File: src/core/adc_output_port_defs.svh
// timing and format constants of the converter output port
`ifndef ADC_OUTPUT_PORT_DEFS_SVH
`define ADC_OUTPUT_PORT_DEFS_SVH
`define CODE_WIDTH        10
`define CODE_MAX          10'h3FF
`define CODE_LSB_POS      0
`define CODE_MSB_POS      9
`define LATENCY_CYCLES    12
`define CAL_CYCLES        10000
`define LAT_CNT_W         4
`define CAL_CNT_W         14
`endif

File: src/core/adc_output_port_pkg.sv
// types of the converter output port
`include "adc_output_port_defs.svh"
package adc_output_port_pkg;
	// one converted word: code plus overrange flag
	typedef struct packed {
		logic                     overrangeFlag;
		logic [`CODE_WIDTH-1:0]   sampleCodeBits;
	} out_word_t;
	typedef enum logic [1:0] {CAL_RUN, CAL_DONE} cal_state_t;
endpackage

File: src/core/adc_output_port.sv
// output side of the sampling converter: pipeline, buffer and pin drive
// ************************************************
// Behaviour
// - outputs change only at rising clock edge
// - enable high puts code and flag high-Z
// - code is unsigned straight binary
// - flag high at and above full scale plus one step
// - code saturates all ones while flag high
// - only rising edges used, duty independent
// - bit zero is least significant bit
// - word appears twelve clocks after sampling, thirteen from the first stall until the next reset
// ************************************************
`timescale 1ns/1ps
`include "adc_output_port_defs.svh"
module adc_output_port (
	// clock and reset
	input  wire logic                   clk,
	input  wire logic                   arst_n,
	// quantised sample from the converter core, one per clock
	input  wire logic [`CODE_WIDTH:0]   rawLevel,
	// output control pin, active low
	input  wire logic                   outEnable_n,
	// receiver ready, low stalls the port
	input  wire logic                   sinkReady,
	// data pins
	output logic [`CODE_WIDTH-1:0]      sampleCodeBits,
	output logic [`CODE_WIDTH-1:0]      sampleCodeOe,
	output logic                        overrangeFlag,
	output logic                        overrangeOe,
	output logic                        wordValidStrobe,
	output logic                        calDone
);
	// ************************************************
	// saturation function
	// ************************************************
	// levels above the top code set the flag and clamp the code
	function automatic adc_output_port_pkg::out_word_t encode(input logic [`CODE_WIDTH:0] lvl);
		adc_output_port_pkg::out_word_t w;
		w.overrangeFlag  = lvl > {1'b0, `CODE_MAX};
		w.sampleCodeBits = w.overrangeFlag ? `CODE_MAX : lvl[`CODE_MSB_POS:`CODE_LSB_POS];
		return w;
	endfunction

	// ************************************************
	// enable pin synchroniser
	// ************************************************
	logic [2:0] enSync_reg, enSync_next;
	logic       enState_reg, enState_next;
	// three stages, a change counts once stages two and three agree
	always_comb begin
		enSync_next  = {enSync_reg[1:0], outEnable_n};
		enState_next = enState_reg;
		if (enSync_reg[2] == enSync_reg[1]) begin
			enState_next = enSync_reg[2];
		end
	end
	// reset to the released level, so the pins stay high-Z until the pin has settled
	always_ff @(posedge clk or negedge arst_n) begin
		if (!arst_n) begin
			enSync_reg  <= 3'h7;
			enState_reg <= 1'b1;
		end else begin
			enSync_reg  <= enSync_next;
			enState_reg <= enState_next;
		end
	end

	// ************************************************
	// latency pipeline
	// ************************************************
	// a sample registered at edge N passes PIPE_N stages, one buffer slot and the
	// output register, so its word is launched at edge N plus twelve
	localparam int PIPE_N = `LATENCY_CYCLES - 1;
	adc_output_port_pkg::out_word_t pipe_reg [PIPE_N], pipe_next [PIPE_N];
	logic [PIPE_N-1:0] pipeV_reg, pipeV_next;
	logic              pipeAdvance;
	always_comb begin
		for (int i = 0; i < PIPE_N; i++) begin
			pipe_next[i] = pipe_reg[i];
		end
		pipeV_next = pipeV_reg;
		if (pipeAdvance) begin
			pipe_next[0] = encode(rawLevel);
			for (int i = 1; i < PIPE_N; i++) begin
				pipe_next[i] = pipe_reg[i-1];
			end
			pipeV_next = {pipeV_reg[PIPE_N-2:0], 1'b1};
		end
	end
	always_ff @(posedge clk or negedge arst_n) begin
		if (!arst_n) begin
			for (int i = 0; i < PIPE_N; i++) begin
				pipe_reg[i] <= '0;
			end
			pipeV_reg <= '0;
		end else begin
			for (int i = 0; i < PIPE_N; i++) begin
				pipe_reg[i] <= pipe_next[i];
			end
			pipeV_reg <= pipeV_next;
		end
	end

	// ************************************************
	// two-entry buffer
	// ************************************************
	// limitation: a stall leaves both slots filled, and since words leave no faster
	// than they arrive, the extra slot adds one clock of latency until the next reset
	adc_output_port_pkg::out_word_t buf_reg [2], buf_next [2];
	logic [1:0] bufCnt_reg, bufCnt_next;
	logic       inValid, outTake, bufReady, inPush;
	// one-bit event to a count step for the occupancy arithmetic
	function automatic logic [1:0] step(input logic ev);
		return ev ? 2'h1 : 2'h0;
	endfunction
	assign inValid     = pipeV_reg[PIPE_N-1];
	assign inPush      = inValid && bufReady; // word moves from pipe into buffer
	assign bufReady    = (bufCnt_reg != 2'h2) || outTake;
	assign pipeAdvance = bufReady; // back-pressure stalls the pipeline
	assign outTake     = (bufCnt_reg != 2'h0) && sinkReady;
	// entry 0 is the head; push behind, pop shifts
	always_comb begin
		buf_next[0] = buf_reg[0];
		buf_next[1] = buf_reg[1];
		bufCnt_next = bufCnt_reg;
		if (outTake) begin
			buf_next[0] = buf_reg[1];
		end
		if (inPush) begin
			// slot index is 0 or 1: a full buffer only accepts while it pops
			buf_next[1'(bufCnt_reg - step(outTake))] = pipe_reg[PIPE_N-1];
		end
		bufCnt_next = bufCnt_reg + step(inPush) - step(outTake);
	end
	always_ff @(posedge clk or negedge arst_n) begin
		if (!arst_n) begin
			buf_reg[0] <= '0;
			buf_reg[1] <= '0;
			bufCnt_reg <= 2'h0;
		end else begin
			buf_reg[0] <= buf_next[0];
			buf_reg[1] <= buf_next[1];
			bufCnt_reg <= bufCnt_next;
		end
	end

	// ************************************************
	// output registers and pin enables
	// ************************************************
	adc_output_port_pkg::out_word_t word_reg, word_next;
	logic strobe_reg, strobe_next;
	logic oe_reg, oe_next;
	// word changes only on a rising edge, held for the full period;
	// the strobe is registered beside it so both reach the pins on one edge
	// and the pin enable is registered so every enable comes from a flop
	always_comb begin
		word_next   = outTake ? buf_reg[0] : word_reg;
		strobe_next = outTake;
		oe_next     = ~enState_reg;
	end
	always_ff @(posedge clk or negedge arst_n) begin
		if (!arst_n) begin
			word_reg   <= '0;
			strobe_reg <= 1'b0;
			oe_reg     <= 1'b0;
		end else begin
			word_reg   <= word_next;
			strobe_reg <= strobe_next;
			oe_reg     <= oe_next;
		end
	end
	assign sampleCodeBits  = word_reg.sampleCodeBits;
	assign overrangeFlag   = word_reg.overrangeFlag;
	assign sampleCodeOe    = {`CODE_WIDTH{oe_reg}};
	assign overrangeOe     = oe_reg;
	assign wordValidStrobe = strobe_reg;

	// ************************************************
	// calibration warm-up counter
	// ************************************************
	adc_output_port_pkg::cal_state_t calSt_reg, calSt_next;
	logic [`CAL_CNT_W-1:0] calCnt_reg, calCnt_next;
	logic                  calDone_reg, calDone_next;
	// counts rising edges after reset, flags when codes are trustworthy
	// the count stops once done, so it never wraps back to running
	always_comb begin
		calSt_next   = calSt_reg;
		calCnt_next  = calCnt_reg;
		calDone_next = calDone_reg;
		case (calSt_reg)
			adc_output_port_pkg::CAL_RUN: begin
				calCnt_next = calCnt_reg + 1'b1;
				if (calCnt_reg == `CAL_CNT_W'(`CAL_CYCLES - 1)) begin
					calSt_next   = adc_output_port_pkg::CAL_DONE;
					calDone_next = 1'b1;
				end
			end
			adc_output_port_pkg::CAL_DONE: begin
				calDone_next = 1'b1;
			end
			default: begin
				calSt_next = adc_output_port_pkg::CAL_RUN;
			end
		endcase
	end
	always_ff @(posedge clk or negedge arst_n) begin
		if (!arst_n) begin
			calSt_reg   <= adc_output_port_pkg::CAL_RUN;
			calCnt_reg  <= '0;
			calDone_reg <= 1'b0;
		end else begin
			calSt_reg   <= calSt_next;
			calCnt_reg  <= calCnt_next;
			calDone_reg <= calDone_next;
		end
	end
	assign calDone = calDone_reg;
endmodule // adc_output_port

File: config.mk
export PLATFORM = sky130hd
export DESIGN_NAME = adc_output_port
export DESIGN_NICKNAME = d
export VERILOG_FILES = /design/src/core/adc_output_port_pkg.sv /design/src/core/adc_output_port.sv
export VERILOG_INCLUDE_DIRS = /design/src /design/src/core
export SDC_FILE = /design/constraint.sdc
export NUM_CORES = 1
export LEC_CHECK = 0
export ABC_CLOCK_PERIOD_IN_PS = 5500
export BUFFER_PORTS_ARGS = -buffer_cell sky130_fd_sc_hd__buf_2
export CORE_ASPECT_RATIO = 0.9
export CORE_MARGIN = 5
export CORE_UTILIZATION = 32
export DETAILED_ROUTE_END_ITERATION = 12
export GPL_TIMING_DRIVEN = 0
export PLACE_DENSITY = 0.54
export REMOVE_ABC_BUFFERS = 1
export SLEW_MARGIN = 20
export SYNTH_ARGS = -nofsm -noshare
export SYNTH_HDL_FRONTEND = slang
export SYNTH_SLANG_ARGS = --single-unit
File: constraint.sdc
create_clock -name clk -period 5.5 [get_ports clk]
set_input_delay 0.55 -clock clk [delete_from_list [all_inputs] [get_ports clk]]
set_output_delay 0.55 -clock clk [all_outputs]
set_load 0.02 [all_outputs]
==> impl_metrics.ini <==
[power_and_ir_drop]
power_uw = 4610
pwr-share-seq_pct = 46.9
sw_frac_of_total_pct = 27.6
peakVddDrop_mv = 0.165
internal-power_uw = 3340
pwr_density_cell_nw_per_um2 = 530
netSwitchingPower_uw = 1270
p_clk_share_pct = 25.7
p_leak_uw = 0.00354
power_frac_comb_pct = 27.4

[sta]
setup_viol = 0
setup_slack_ns = 2.98
finalClockSkew_ns = 0.00891
rsz0062_at_grt = no
hold_viol = 0
tightest_slew_ns = 0.851
holdWs_ns = 0.158
post-route-min-period_ns = 2.52
timing.fmax_ghz = 0.397
slew_violations = 0
relSlewSlack_pct = 43.0
period_share_pct = 45.8

[layout]
final_common_cell = dfrtp_1
drive_above_1_share_pct = 43.8
final_cell_mix = dfrtp_1, mux2_2, mux2_4, buf_2, nor2_1
design_area_um2 = 8690
nFillCells = 2204
final_nets = 548
largest_register_ffs = 121
utilization_pct = 37.1
antenna_cells = 0
area_delta_synth_final_pct = 14.0

[yosys]
muxShareOfSynthArea_pct = 25.6
syn-cell-area_um2 = 7620
yosysTopAreaCell = dfrtp_1
yosys.area_share.adder_pct = 0.624
avgSynthCellArea_um2 = 15.5
synth_simple_gate_area_share_pct = 3.94
yosysSeqAreaShare_pct = 62.1
synthFlopType = dfrtp_1
synth_compound_area_share_pct = 1.74
synth_edf_count = 0
synth_xor_xnor_area_share_pct = 1.72
synthTopCellsByArea = dfrtp_1, mux2_2, mux2_4
synthCells = 491
yosys_register_bits = 189
synth_top_area_share_pct = 60.7
yosysWarnings = 0
ys_types = 32
ys_async_sr_fraction_pct = 100
synth_top_family_by_area = multiplexers

[global_route]
grt_max_degree = 102
grt_first_pass_wirelength_um = 18700
track_usage_pct = 8.34
grt_pass1_vias = 3805
antenna_found_initial = 0
grt_overflow_total = 0

[cts]
cts_setup_buffers = 0
postCtsHoldBufs = 0
clock_insertion_delay_worst_skew_ns = 0.42
cts.path.max_buffers = 2
cts_root_buf = clkbuf_16
clk_pin_slew_ns = 0.07
clock_sinks = 189
htreeDepth = 4
post_cts_resized = 0
cts_tree = built
numCtsBuffers = 17

[detailed_routing]
routed_via_density = 4.30
drtPass1Iterations = 6
postRouteAntennaNets = 0
drt_iter0_markers = 149
avgRoutedWirePerCell_um = 12.5
drc = 0
postRouteWirelength_um = 10500
vias = 3630

[placement]
place_congestion = 0.639
dp_hpwl_um = 6890
port_buffers = 38
place_area_um2 = 8120
pre_cts_ws_ns = 2.78

[setup_path]
path_cells = nor3b_4, buf_6, buf_8, buf_6, buf_6, buf_8, buf_8, mux2_2
slowest_stage = nor3b_4
path_max_fanout = 14
crit_path_end_kind = flop
arrival_ns = 2.83
required_ns = 5.81
worstSetupPathType = reg -> reg
cp.buffers_inverters = 6
worstSetupStartpointType = flop
cp_top_family = buffers and inverters
max_stage_delay_ns = 0.53

[run_status]
outcome = finished clean

[floorplan]
dieWidth_um = 173
die_y_um = 156
fp.coreArea_um2 = 23400
rows = 53
start_util_pct = 32.6
pin_count = 39
die_area_um2 = 27000

[hold_path]
hp-class = in -> async

[run]
cap_violations = 0
-- worst register-to-register path, cell delays in order (launching register included) --
cell and delay, ns:
dfrtp_1 0.49, nor3b_4 0.53, buf_6 0.23, buf_8 0.16, buf_6 0.16, buf_6 0.17
buf_8 0.18, buf_8 0.16, mux2_2 0.34
-- metal layers --
metal  global-route usage [%]  vias up  wire length, µm  share of wire (%)
li1                         -     1769                -                  -
met1                     10.8     1793             5280                 50
met2                     12.8       55             4710                 45
met3                     3.00       13              362                3.4
met4                     3.37        0              170                1.6
met5                        0        -                0                  0
-- kinds of logic (layout without fill, tap and decap cells) --
family | after synthesis | count (layout)
flip-flops | 189 | 189
buffers and inverters | 37 | 89
adder cells (fa/ha/maj) | 4 | 4
multiplexers | 155 | 155
XOR/XNOR | 15 | 15
AND/OR/NAND/NOR | 66 | 66
AO/OA/AOI/OAI | 25 | 25
-- stage by stage --
| stage | setup TNS, ns | cells |
|---|---|---|
| floorplan | -316.51 | 459 |
| global placement | -636.68 | 799 |
| detailed placement | 0 | 813 |
| CTS | 0 | 845 |
| global route | 0 | 845 |
| finish | 0 | 845 |
-- synth_stat cells, types with 3 or more instances --
library cell  instances
a21oi_1              11
buf_12                7
buf_2                 3
buf_4                19
clkbuf_1              3
dfrtp_1             185
dfstp_2               4
ha_1                  3
inv_1                 5
mux2_2               86
mux2_4               58
mux2i_1              11
nand2_1              21
nand2b_1              3
nor2_1               26
nor3_1                3
o21ai_0              11
xnor2_1              11
xor2_1                4
-- final timing paths --
| path | startpoint | endpoint | slack [ns] | cells past startpoint |
|---|---|---|---|---|
| hold / removal | arst_n | pipe_reg[88] | 0.16 | 1 |
| hold reg to reg | enSync_reg[0] | enSync_reg[1] | 0.36 | 0 |
| setup / recovery | bufCnt_reg[0] | pipe_reg[88] | 2.98 | 8 |
| min in group clk | outEnable_n | enSync_reg[0] | 0.22 | 1 |
| max in group asynchronous | arst_n | enSync_reg[2] | 4.41 | 2 |
| setup reg to reg | bufCnt_reg[0] | pipe_reg[88] | 2.98 | 8 |
-- power groups by stage --
stage	Clock [µW]	Combinational (µW)	Sequential, µW
CTS	1240	1290	2170
detailed placement	0	1280	2200
floorplan	0	1050	2170
finish	1190	1260	2160
global route	1300	1380	2240
global placement	0	1300	2170
-- layout make-up --
cell class,count,area [µm²],area share [%]
clock inverter,14,136,1.57
timing repair buffer,52,409,4.71
tap,302,378,4.35
sequential,189,4730,54.5
clock buffer,18,439,5.05
inverter,5,18.8,0.216
multi-input combinational,265,2580,29.7
Power figures use the tool's default switching activity.
